--- src/core/isp_consts.vh ---
// Constants for the inertial sensor serial port
// Operation
// RL1: Load outputs, then pulse data ready
// RL2: Sample autonomously at 819.2 SPS after reset
// RL3: SPI mode 3, clock idles high
// RL4: 16-bit frames, MSB first, chip select low
// RL5: Output changes on falling clock edge
// RL6: Input sampled on rising clock edge
// RL7: Host keeps clock within rate limits
// RL8: Each register has two byte addresses
// RL9: Read request: top bit clear, address
// RL10: Addressed register returned in next frame
// RL11: Full duplex: next command during return
// RL12: Write frame loads byte at frame end
// RL13: Command bit three starts 50 ms backup
// RL14: Backup increments flash write counter
// RL15: Device is slave only
// RL16: Host leaves stall time between frames
// RL17: Writes to read-only addresses ignored
`ifndef ISP_CONSTS_VH
`define ISP_CONSTS_VH
`define ISP_CLK_HZ         250000000
`define ISP_SPS_X10        8192
`define ISP_SMPL_CYC       ((`ISP_CLK_HZ * 5) / (`ISP_SPS_X10 / 2))
`define ISP_BACKUP_MS      50
`define ISP_BACKUP_CYC     ((`ISP_CLK_HZ / 1000) * `ISP_BACKUP_MS)
`define ISP_FRAME_BITS     16
`define ISP_A_FLASH_WRITE_COUNTER    6'h00
`define ISP_A_OUT_FIRST    6'h01
`define ISP_A_OUT_LAST     6'h0B
`define ISP_A_RW_FIRST     6'h0D
`define ISP_A_RW_LAST      6'h1D
`define ISP_A_SAMPLE_PERIOD_SETTING     6'h1B
`define ISP_A_GLOBAL_COMMAND_REG     6'h1F
`define ISP_GLOB_BACKUP    3
`define ISP_SAMPLE_PERIOD_SETTING_RST   16'h0001
`define ISP_MSC_RST        16'h0006
`define ISP_SENS_RST       16'h0402
`define ISP_A_MSC          6'h1A
`define ISP_A_SENS         6'h1C
`endif

--- src/core/isp_port.v ---
// Serial register port of a six-axis inertial sensor
`timescale 1ns/1ps
`default_nettype none
`include "isp_consts.vh"
module isp_port #(
    parameter SMPL_CYC   = `ISP_SMPL_CYC,
    parameter BACKUP_CYC = `ISP_BACKUP_CYC
) (
    // Clock, reset, enable
    input  wire        core_clk,
    input  wire        rst_n,
    input  wire        clk_en,
    // Serial pins
    input  wire        sclk,
    input  wire        cs_n,
    input  wire        din,
    output reg         dout_r,
    // Sensor results, loaded each sample
    input  wire [175:0] sens_data,
    // Status and events
    output reg         data_ready_pin_r,
    output reg         backup_busy_r,
    output reg  [15:0] sample_period_setting_r
);
    // RL15: host drives clock and select
    // Two-stage synchronisers
    reg [1:0] sclk_s_r, cs_s_r, din_s_r;
    reg       sclk_d_r;
    always @(posedge core_clk or negedge rst_n) begin
        if (!rst_n) begin
            sclk_s_r <= 2'h3;
            cs_s_r   <= 2'h3;
            din_s_r  <= 2'h0;
            sclk_d_r <= 1'b1;
        end else if (clk_en) begin
            sclk_s_r <= {sclk_s_r[0], sclk};
            cs_s_r   <= {cs_s_r[0], cs_n};
            din_s_r  <= {din_s_r[0], din};
            sclk_d_r <= sclk_s_r[1];
        end
    end
    wire sclk_q = sclk_s_r[1];
    wire cs_q   = cs_s_r[1];
    // RL3: mode 3 edges
    wire rise   = !cs_q && sclk_q && !sclk_d_r;
    wire fall   = !cs_q && !sclk_q && sclk_d_r;

    reg [15:0] rx_r, tx_r;
    reg [4:0]  bits_r;
    reg        cs_d_r;
    reg [5:0]  rd_idx_r;
    reg [15:0] flash_write_counter_r;
    reg [31:0] smpl_cnt_r;
    reg [31:0] bk_cnt_r;
    reg [3:0]  ld_idx_r;
    reg        ld_st_r;
    reg        pending_r;
    reg [1:0]  boot_st_r;
    reg        wp_r;
    reg [5:0]  wp_addr_r;
    reg [1:0]  wp_be_r;
    reg [7:0]  wp_byte_r;
    reg [15:0] ans_nxt;
    reg        mw_en;
    reg [5:0]  mw_addr;
    reg [1:0]  mw_be;
    reg [15:0] mw_data;

    // Loader and boot states
    localparam LD_IDLE   = 1'b0;
    localparam LD_RUN    = 1'b1;
    localparam LD_LAST   = 4'hA;
    localparam BOOT_MSC  = 2'h0;
    localparam BOOT_SENS = 2'h1;
    localparam BOOT_DONE = 2'h2;
    wire       ld_busy   = (ld_st_r == LD_RUN);
    wire       boot_done = (boot_st_r == BOOT_DONE);

    wire        frame_end = cs_q && !cs_d_r && (bits_r == 5'd16);
    wire [5:0]  waddr     = rx_r[14:9];
    // RL8: byte lane from address bit zero
    wire        whi       = rx_r[8];
    // RL17: only writable addresses accepted
    wire        w_ok      = (waddr >= `ISP_A_RW_FIRST) && (waddr <= `ISP_A_RW_LAST)
                            && (waddr != 6'h1D);
    wire        is_glob   = (waddr == `ISP_A_GLOBAL_COMMAND_REG);
    // RL12: write at frame end
    wire        do_wr     = frame_end && rx_r[15] && w_ok;
    // RL13: command bit three of the command word
    wire        bk_start  = frame_end && rx_r[15] && is_glob && !whi
                            && rx_r[`ISP_GLOB_BACKUP];
    wire        prd_wr    = frame_end && rx_r[15] && (waddr == `ISP_A_SAMPLE_PERIOD_SETTING);
    wire [15:0] mem_rd;

    // Loader owns the port, so the sample period never jitters
    always @* begin
        mw_en   = 1'b0;
        mw_addr = 6'h00;
        mw_be   = 2'h0;
        mw_data = 16'h0000;
        if (boot_st_r == BOOT_MSC) begin
            mw_en   = 1'b1;
            mw_addr = `ISP_A_MSC;
            mw_be   = 2'h3;
            mw_data = `ISP_MSC_RST;
        end else if (boot_st_r == BOOT_SENS) begin
            mw_en   = 1'b1;
            mw_addr = `ISP_A_SENS;
            mw_be   = 2'h3;
            mw_data = `ISP_SENS_RST;
        end else if (ld_busy) begin
            mw_en   = 1'b1;
            mw_addr = {2'h0, ld_idx_r} + `ISP_A_OUT_FIRST;
            mw_be   = 2'h3;
            mw_data = sens_data[ld_idx_r*16 +: 16];
        end else if (wp_r) begin
            mw_en   = 1'b1;
            mw_addr = wp_addr_r;
            mw_be   = wp_be_r;
            mw_data = {wp_byte_r, wp_byte_r};
        end
    end

    // Boot defaults, then staged frame writes
    always @(posedge core_clk or negedge rst_n) begin
        if (!rst_n) begin
            boot_st_r <= BOOT_MSC;
            wp_r      <= 1'b0;
            wp_addr_r <= 6'h00;
            wp_be_r   <= 2'h0;
            wp_byte_r <= 8'h00;
        end else if (clk_en) begin
            case (boot_st_r)
                BOOT_MSC:  boot_st_r <= BOOT_SENS;
                BOOT_SENS: boot_st_r <= BOOT_DONE;
                default:   boot_st_r <= BOOT_DONE;
            endcase
            // RL12: frame write waits at most one load
            if (do_wr) begin
                wp_r      <= 1'b1;
                wp_addr_r <= waddr;
                wp_be_r   <= whi ? 2'h2 : 2'h1;
                wp_byte_r <= rx_r[7:0];
            end else if (wp_r && boot_done && !ld_busy) begin
                wp_r <= 1'b0;
            end
        end
    end

    // Answer for the next frame
    always @* begin
        case (rd_idx_r)
            `ISP_A_FLASH_WRITE_COUNTER: ans_nxt = flash_write_counter_r;
            `ISP_A_SAMPLE_PERIOD_SETTING:  ans_nxt = sample_period_setting_r;
            default:          ans_nxt = mem_rd;
        endcase
    end

    isp_regfile #(.AW(6)) u_mem (
        .core_clk  (core_clk),
        .rst_n     (rst_n),
        .clk_en    (clk_en),
        .wr_en     (mw_en),
        .wr_addr   (mw_addr),
        .wr_be     (mw_be),
        .wr_data   (mw_data),
        .rd_addr   (rd_idx_r),
        .rd_data_r (mem_rd)
    );

    // Frame shifter
    always @(posedge core_clk or negedge rst_n) begin
        if (!rst_n) begin
            rx_r     <= 16'h0000;
            tx_r     <= 16'h0000;
            bits_r   <= 5'd0;
            cs_d_r   <= 1'b1;
            dout_r   <= 1'b0;
            rd_idx_r <= 6'h00;
        end else if (clk_en) begin
            cs_d_r <= cs_q;
            if (cs_q) begin
                bits_r <= 5'd0;
            end else if (rise) begin
                // RL6: sample on rising edge
                // RL4: MSB first into shifter
                rx_r   <= {rx_r[14:0], din_s_r[1]};
                bits_r <= bits_r + 5'd1;
            end else if (fall && bits_r != 5'd0) begin
                // RL5: shift out on falling edge
                dout_r <= tx_r[15];
                tx_r   <= {tx_r[14:0], 1'b0};
            end
            if (!cs_q && cs_d_r) begin
                // RL10: first bit ready before first falling edge
                dout_r <= tx_r[15];
                tx_r   <= {tx_r[14:0], 1'b0};
            end
            if (frame_end && !rx_r[15]) begin
                // RL9: latch read address
                rd_idx_r <= rx_r[14:9];
            end
            // RL11: next answer loaded while idle
            if (cs_q && cs_d_r) begin
                tx_r <= ans_nxt;
            end
        end
    end

    // RL2: free-running sample timer
    always @(posedge core_clk or negedge rst_n) begin
        if (!rst_n) begin
            smpl_cnt_r <= 32'h0;
        end else if (clk_en) begin
            if (smpl_cnt_r >= SMPL_CYC - 1) begin
                smpl_cnt_r <= 32'h0;
            end else begin
                smpl_cnt_r <= smpl_cnt_r + 32'h1;
            end
        end
    end
    wire smpl_tick = (smpl_cnt_r >= SMPL_CYC - 1);

    // Load sequencer
    always @(posedge core_clk or negedge rst_n) begin
        if (!rst_n) begin
            ld_st_r          <= LD_IDLE;
            ld_idx_r         <= 4'h0;
            data_ready_pin_r <= 1'b0;
            pending_r        <= 1'b0;
        end else if (clk_en) begin
            data_ready_pin_r <= 1'b0;
            case (ld_st_r)
                LD_IDLE: begin
                    if (pending_r && boot_done) begin
                        ld_st_r   <= LD_RUN;
                        ld_idx_r  <= 4'h0;
                        pending_r <= 1'b0;
                    end
                end
                LD_RUN: begin
                    if (ld_idx_r == LD_LAST) begin
                        ld_st_r          <= LD_IDLE;
                        // RL1: pulse after all outputs loaded
                        data_ready_pin_r <= 1'b1;
                    end else begin
                        ld_idx_r <= ld_idx_r + 4'h1;
                    end
                end
                default: ld_st_r <= LD_IDLE;
            endcase
            // A tick beats the clear above
            if (smpl_tick) begin
                pending_r <= 1'b1;
            end
        end
    end

    // Sample period register and flash backup
    always @(posedge core_clk or negedge rst_n) begin
        if (!rst_n) begin
            sample_period_setting_r <= `ISP_SAMPLE_PERIOD_SETTING_RST;
            flash_write_counter_r   <= 16'h0000;
            backup_busy_r           <= 1'b0;
            bk_cnt_r                <= 32'd0;
        end else if (clk_en) begin
            if (prd_wr) begin
                if (whi) begin
                    sample_period_setting_r[15:8] <= rx_r[7:0];
                end else begin
                    sample_period_setting_r[7:0] <= rx_r[7:0];
                end
            end
            // RL13: backup command bit
            if (bk_start && !backup_busy_r) begin
                backup_busy_r <= 1'b1;
                bk_cnt_r      <= 32'd0;
            end else if (backup_busy_r) begin
                if (bk_cnt_r >= BACKUP_CYC - 1) begin
                    backup_busy_r <= 1'b0;
                    // RL14: count completed backups
                    flash_write_counter_r <= flash_write_counter_r + 16'h0001;
                end else begin
                    bk_cnt_r <= bk_cnt_r + 32'd1;
                end
            end
        end
    end
endmodule
`default_nettype wire

--- src/core/isp_regfile.v ---
// Register memory for the inertial sensor serial port
`timescale 1ns/1ps
`default_nettype none
module isp_regfile #(
    parameter AW = 6
) (
    // Clock and reset
    input  wire          core_clk,
    input  wire          rst_n,
    input  wire          clk_en,
    // Write port, byte lanes
    input  wire          wr_en,
    input  wire [AW-1:0] wr_addr,
    input  wire [1:0]    wr_be,
    input  wire [15:0]   wr_data,
    // Read port
    input  wire [AW-1:0] rd_addr,
    output reg  [15:0]   rd_data_r
);
    reg [15:0] mem_r [0:(1<<AW)-1];
    integer i;
    always @(posedge core_clk or negedge rst_n) begin
        if (!rst_n) begin
            for (i = 0; i < (1<<AW); i = i + 1) begin
                mem_r[i] <= 16'h0000;
            end
            rd_data_r <= 16'h0000;
        end else if (clk_en) begin
            if (wr_en) begin
                if (wr_be[0]) begin
                    mem_r[wr_addr][7:0] <= wr_data[7:0];
                end
                if (wr_be[1]) begin
                    mem_r[wr_addr][15:8] <= wr_data[15:8];
                end
            end
            rd_data_r <= mem_r[rd_addr];
        end
    end
endmodule
`default_nettype wire

--- config.mk ---
export PLATFORM = sky130hd
export DESIGN_NAME = isp_port
export DESIGN_NICKNAME = d
export VERILOG_FILES = /design/src/core/isp_port.v /design/src/core/isp_regfile.v
export VERILOG_INCLUDE_DIRS = /design/src /design/src/core
export SDC_FILE = /design/constraint.sdc
export NUM_CORES = 2
export LEC_CHECK = 0
export ABC_CLOCK_PERIOD_IN_PS = 3300
export BUFFER_PORTS_ARGS = -buffer_cell sky130_fd_sc_hd__buf_2
export CORE_MARGIN = 2
export CORE_UTILIZATION = 55
export CTS_CLUSTER_DIAMETER = 40
export DETAILED_ROUTE_END_ITERATION = 16
export GPL_ROUTABILITY_DRIVEN = 0
export HOLD_SLACK_MARGIN = 0.03
export PLACE_DENSITY = 0.82
export SLEW_MARGIN = 20
export SYNTH_ARGS = -nofsm -noshare
export SYNTH_HDL_FRONTEND = slang
export SYNTH_SLANG_ARGS = --single-unit
--- constraint.sdc ---
create_clock -name core_clk -period 3.3 [get_ports core_clk]
set_input_delay 0.165 -clock core_clk [delete_from_list [all_inputs] [get_ports core_clk]]
set_output_delay 0.165 -clock core_clk [all_outputs]
set_load 0.01 [all_outputs]
== Word level (Yosys, flattened, before mapping) ==
Index checks and enable logic that the tools add are counted.
Widths: inputs -> output; s select.

* Flip-flop bits (word level): 1215
* Bits of input ports: 182
* Output and inout port bits: 19
* Word-level logic and storage cells: 243

* $add $sub $neg: 6
* Order comparisons: 7
* Eq/ne operators: 16
* Shift-type cells: 1
* Muxes and demuxes: 63
* Bitwise operators: 6
* Reduce and logical (&&, ||, !) cells: 54

{| class="wikitable"
|+ Operators by type and width
! operator !! number
|-
| $mux 1024 || 4
|-
| $bwmux 1024 || 2
|-
| $demux 16 s6 || 2
|-
| $mux 16 || 12
|-
| $shiftx 176x9->16 || 1
|-
| $mux 32 || 4
|-
| $bmux 16 s6 || 1
|-
| $add 32x1->32 const B || 2
|-
| $ge 32x19->1 const B || 1
|-
| $ge 32x24->1 const B || 1
|-
| $pmux 16 s2 || 1
|-
| $mux 6 || 4
|-
| $logic_and 1x1->1 || 23
|-
| $mux 1 || 20
|-
| $eq 6x5->1 const B || 3
|-
| $reduce_and 3->1 || 6
|-
| $add 16x1->16 const B || 1
|-
| $ge 7x7->1 const B || 2
|-
| $not 6->7 || 2
|-
| $mux 2 || 6
|-
| $reduce_and 4->1 || 3
|-
| $mux 5 || 2
|-
| $reduce_and 2->1 || 5
|-
| $reduce_bool 2->1 || 5
|-
| 24 further kinds || 40
|}

== Longest topological paths before layout ==
* Depth after elaboration: 15
* Mapped depth: 11
* Gate-level depth less buffers: 8

== Cells and area by module ==
A second synthesis with hierarchy kept.

* Cells, all modules: 4118
* Area, all modules: 58517.4 um2

{| class="wikitable"
|+ Modules (own cells, without submodules)
! module !! instances !! cells an instance !! area each (um2) !! seq. area each (um2)
|-
| isp_regfile || 1 || 3146 || 48592.9 || 26025.0
|-
| isp_port || 1 || 972 || 9924.5 || 4388.0
|}

== Worst setup path after synthesis ==
No wires, ideal clock.

* Path type: register to register
* Start point: register ld_idx_r[0]
* End point: register u_mem.mem_r[720] (netlist bit)
* Library setup time: 0.125 ns
* Arrival time: 2.793 ns
* Required time: 3.175 ns
* Slack: 0.382 ns
* Stages on the path, launching flop included: 11
* Path buffers: 2
* Clock period less this slack: 2.918 ns
* Cells stage by stage: dfrtp_1 -> buf_4 -> inv_1 -> clkbuf_1 -> ha_1 -> nand2b_1 -> a21oi_1 -> nand3_1 -> or3_4 -> nor2_4 -> mux2_2

* Cells in the longest elaborated chain, start to end: 15
* Elaborated cells between the ends (all ways): 21
* Classes of those cells: add/sub: 1; order compare: 2; shift: 1; mux: 15; bitwise: 1; reduce/logical: 1

{| class="wikitable"
|+ RTL lines
! what !! RTL line !! text
|-
| start: declaration || isp_port.v:55 || <nowiki>reg [3:0] ld_idx_r;</nowiki>
|-
| start signal: assignment || isp_port.v:247 || <nowiki>ld_idx_r <= ld_idx_r + 4'h1;</nowiki>
|-
| $add 4x1->5 (no line) || n/a ||
|-
| $mux 6 || isp_port.v:111 || <nowiki>end else if (ld_busy) begin</nowiki>
|-
| $mux 6 || isp_port.v:106 || <nowiki>end else if (boot_st_r == BOOT_SENS) begin</nowiki>
|-
| $mux 6 || isp_port.v:101 || <nowiki>if (boot_st_r == BOOT_MSC) begin</nowiki>
|-
| $not 6->7 (not written as such) || isp_regfile.v:31, isp_regfile.v:34 ||
|-
| $ge 7x7->1 (not written as such) or $lt 7x1->1 (tied branches) || isp_regfile.v:31 || <nowiki>mem_r[wr_addr][7:0] <= wr_data[7:0];</nowiki>
|-
| $logic_and 1x1->1 (not written as such) || isp_regfile.v:31 ||
|-
| $mux 8 (not written as such) || isp_regfile.v:31 ||
|-
| $demux 16 s6 || isp_regfile.v:31 ||
|-
| $bwmux 1024 || isp_regfile.v:31 ||
|-
| $mux 1024 || isp_regfile.v:30 || <nowiki>if (wr_be[0]) begin</nowiki>
|-
| $mux 1024 || isp_regfile.v:29 || <nowiki>if (wr_en) begin</nowiki>
|-
| $mux 1024 || isp_regfile.v:28 || <nowiki>end else if (clk_en) begin</nowiki>
|-
| $bwmux 1024 || isp_regfile.v:34 || <nowiki>mem_r[wr_addr][15:8] <= wr_data[15:8];</nowiki>
|-
| $mux 1024 (*) || isp_regfile.v:33 || <nowiki>if (wr_be[1]) begin</nowiki>
|-
| end signal: indexed assignment || isp_regfile.v:31 ||
|-
| end signal: indexed assignment || isp_regfile.v:34 ||
|-
| end: declaration || isp_regfile.v:20 || <nowiki>reg [15:0] mem_r [0:(1<<AW)-1];</nowiki>
|}

Mark *: on every way between the ends. The rest lies on a longest branch, timed or not. The select of a mux whose other input is x is not followed.
A chain may end at the register's enable or synchronous reset.

== Worst setup path after layout ==
* Start point: register ld_idx_r[0]
* End point: register u_mem.mem_r[1009] (netlist bit)

Same word-level chain as after synthesis.

==> summary.txt <==
Setup bufs post-CTS = 0
Dpl cell area = 60800 um^2
Commonest non-fill, non-tap cell in the layout = dfrtp_1
Initial antenna violation count = 4
Non-filler cells, final = 5922
First drt pass iteration count = 5
Area of the multi-input gates = 26000 um^2
Post-synth ARST share = 1.00
Crit path launch = ld_idx_r[0]$_DFFE_PN0P_
Clock latency on the worst-skew pair = 750 ps
Final Cycle Share = 0.965
Synthesized area = 57500 um^2
Req. time, crit path = 3930 ps
Number of CTS-inserted buffers = 143
Hold WS = 28.6 ps
CP Max Fanout = 8
Root cell of the clock tree = clkbuf_16
Die width = 327 um
Layout cell share with drive strength beyond 1 = 0.440
H-tree lvl count = 4
CTS Buffer Depth = 3
Rel. slew slack = 0.237
Critical path's largest stage delay = 570 ps
WP data arrival = 3810 ps
Status = completed
Yosys reg bits = 1215
RR Startpoint = ld_idx_r[0]$_DFFE_PN0P_
Post-route ant nets = 0
Reg-to-reg slack, setup = 110 ps
Filler Cell Count = 7205
Vias in the first global route = 39700
Final hold violations = 0
Top_reg_cell synth = dfrtp_1
Crit path launch type = flip-flop
Post-detail-place hpwl = 97.0 mm
Final Skew = 22.9 ps
VDD IR max = 0.000480 V
Setup total negative slack = 0 ps
Slowest library cell on the worst path = nor2_2
Critical path class = reg2reg
Post-synthesis sequential area ratio = 0.529
Total global routing overflow = 0
CTS tree = built
Fmax = 314 MHz
# DRC = 0
Min Tclk post-route = 3190 ps
Layout Nets = 4612
GRT Total Usage = 0.285
Number of synthesized flops with an enable pin = 0
Yosys Warn Count = 0
FF+latch area = 30400 um^2
# rows = 118
Vias = 38100
Fin area = 65900 um^2
Delay-heaviest family, CP = simple AND/OR/NAND/NOR gates
Worst r2r dst = u_mem.mem_r[1009]$_DFFE_PN0P_
Bufs and invs on worst path = 0
I/O pin count = 201
RSZ-0062 raised after global routing = true
First-pass GRT wire length = 237 mm
Pleak = 30.3 nW
Port Buffer Count = 200
Die footprint = 107000 um^2
Most frequent cells in the layout = dfrtp_1 (1202), mux2_2 (1074), mux2i_1 (229)
Crit path capture = u_mem.mem_r[1009]$_DFFE_PN0P_
Hold/Removal Path Class = in2async
Critical-path cell list = ha_1 -> xor2_1 -> a221oi_4 -> nand2b_1 -> nor2_2 -> nand2_1 -> mux2_1
Max-slew violation count = 0
FF-to-FF path depth = 7
Final WL = 152 mm
Core area = 104000 um^2
DRT iter0 DRCs = 3789
Largest net degree at the start of global routing = 113
Placed Instances = 5650
Number of setup violations in the final report = 0
Max-cap violations = 0
Levels on crit path = 7
Finished Core Util = 0.636
Worst setup EP type = flip-flop
Starting Density = 0.555
Worst Slack Setup Final = 114 ps
Vias per cell = 6.44
Least-Margin Pin Slew = 1140 ps
Unique cell type count in the Yosys netlist = 74
Synthesized net count = 4373
Dpl ws = 145 ps
DR WL/cell = 25.7 um
Post-synthesis cell count = 4183
Layout Area Growth over Synthesis = 14.5%
Clk slew on worst S/H paths = 60 ps
Total Power = 37.1 mW
Num Clock Sinks = 1215
Syn avg cell area = 13.8 um^2
Die height = 327 um
Power density over the cells = 563 nW/um^2
==> layout make-up <==
cell class | count | share of cell area
tap | 1380 | 0.0262
multi-input combinational | 2656 | 0.394
antenna | 1 | 0.0000380
timing repair buffer | 375 | 0.0406
clock buffer | 188 | 0.0614
sequential | 1215 | 0.462
clock inverter | 76 | 0.0141
inverter | 31 | 0.00177
==> layer usage <==
metal  GRT usage  share of wire  vias up
met3      0.0594          0.072      414
met5           0        0.00022        -
met1       0.380           0.41    20100
met4       0.130          0.044        6
met2       0.452           0.48     1561
li1            -              -    16100
==> power by group <==
group | total (mW) | internal [mW] | switching, mW
clock | 16.4 | 9.73 | 6.63
combinational | 4.52 | 1.56 | 2.96
sequential | 16.2 | 15.5 | 0.674
total | 37.1 | 26.8 | 10.3
==> worst min path at each step <==
stage               start                      endpoint  slack [ps]  depth (start not counted)
floorplan           rst_n     backup_busy_r$_DFFE_PN0P_        -130                          0
global placement    rst_n  u_mem.mem_r[418]$_DFFE_PN0P_         200                          1
detailed placement  rst_n  u_mem.mem_r[436]$_DFFE_PN0P_         200                          1
CTS                 rst_n  u_mem.mem_r[435]$_DFFE_PN0P_          40                          2
global route        rst_n  u_mem.mem_r[436]$_DFFE_PN0P_          70                          2
finish              rst_n  u_mem.mem_r[418]$_DFFE_PN0P_          30                          2
==> cells in the mapped netlist, types with 9 or more instances <==
library cell  number  area, um^2
o211ai_1          18         135
and3_1            19         119
and4_1             9        78.8
xor2_1            30         263
a31oi_1           25         156
a22oi_1           38         285
nand3_1           57         285
dfrtp_1         1208       30200
o22ai_1           54         338
nor2_1           114         428
o21ai_1           16        80.1
xnor2_1           23         201
clkbuf_1         152         571
mux2_1            25         282
a211oi_1          15         113
o21ai_0           88         440
nand2_2           13        81.3
o31ai_1           19         143
buf_2            112         561
nor3_1            21         105
a21oi_1           64         320
mux4_2           192        4320
buf_4              9        67.6
a22o_1            35         307
nor2b_1           36         225
nor4_1            42         263
inv_1             31         116
nor2_2            48         300
a221o_1           15         150
mux2_2          1074       12100
nand2_1          189         709
nand4_1           21         131
o221ai_1          16         140
mux2i_1          229        2290
==> logic make-up after synthesis <==
logic type      synth area share
compound gates            0.0518
xor+xnor                 0.00807
fa+ha+maj                0.00174
buf+inv                   0.0234
flops                      0.529
mux                        0.330
simple gates              0.0561
==> what timing repair did <==
item | CTS | global route
setup endpoints to repair | 0 | 11
hold buffers | 7 | 0
hold endpoints to repair | 573 | 0
gates resized for setup | 0 | 3
==> flip-flops by register name, summed over array words and instances (netlist names), 6 cells and up <==
| signal | cells |
|---|---|
| u_mem.mem_r | 1024 |
| bk_cnt_r | 32 |
| smpl_cnt_r | 32 |
| flash_write_counter_r | 16 |
| rx_r | 16 |
| sample_period_setting_r | 16 |
| tx_r | 16 |
| u_mem.rd_data_r | 16 |
| wp_byte_r | 8 |
| rd_idx_r | 6 |
| wp_addr_r | 6 |
(Power assumes the default switching activity.)
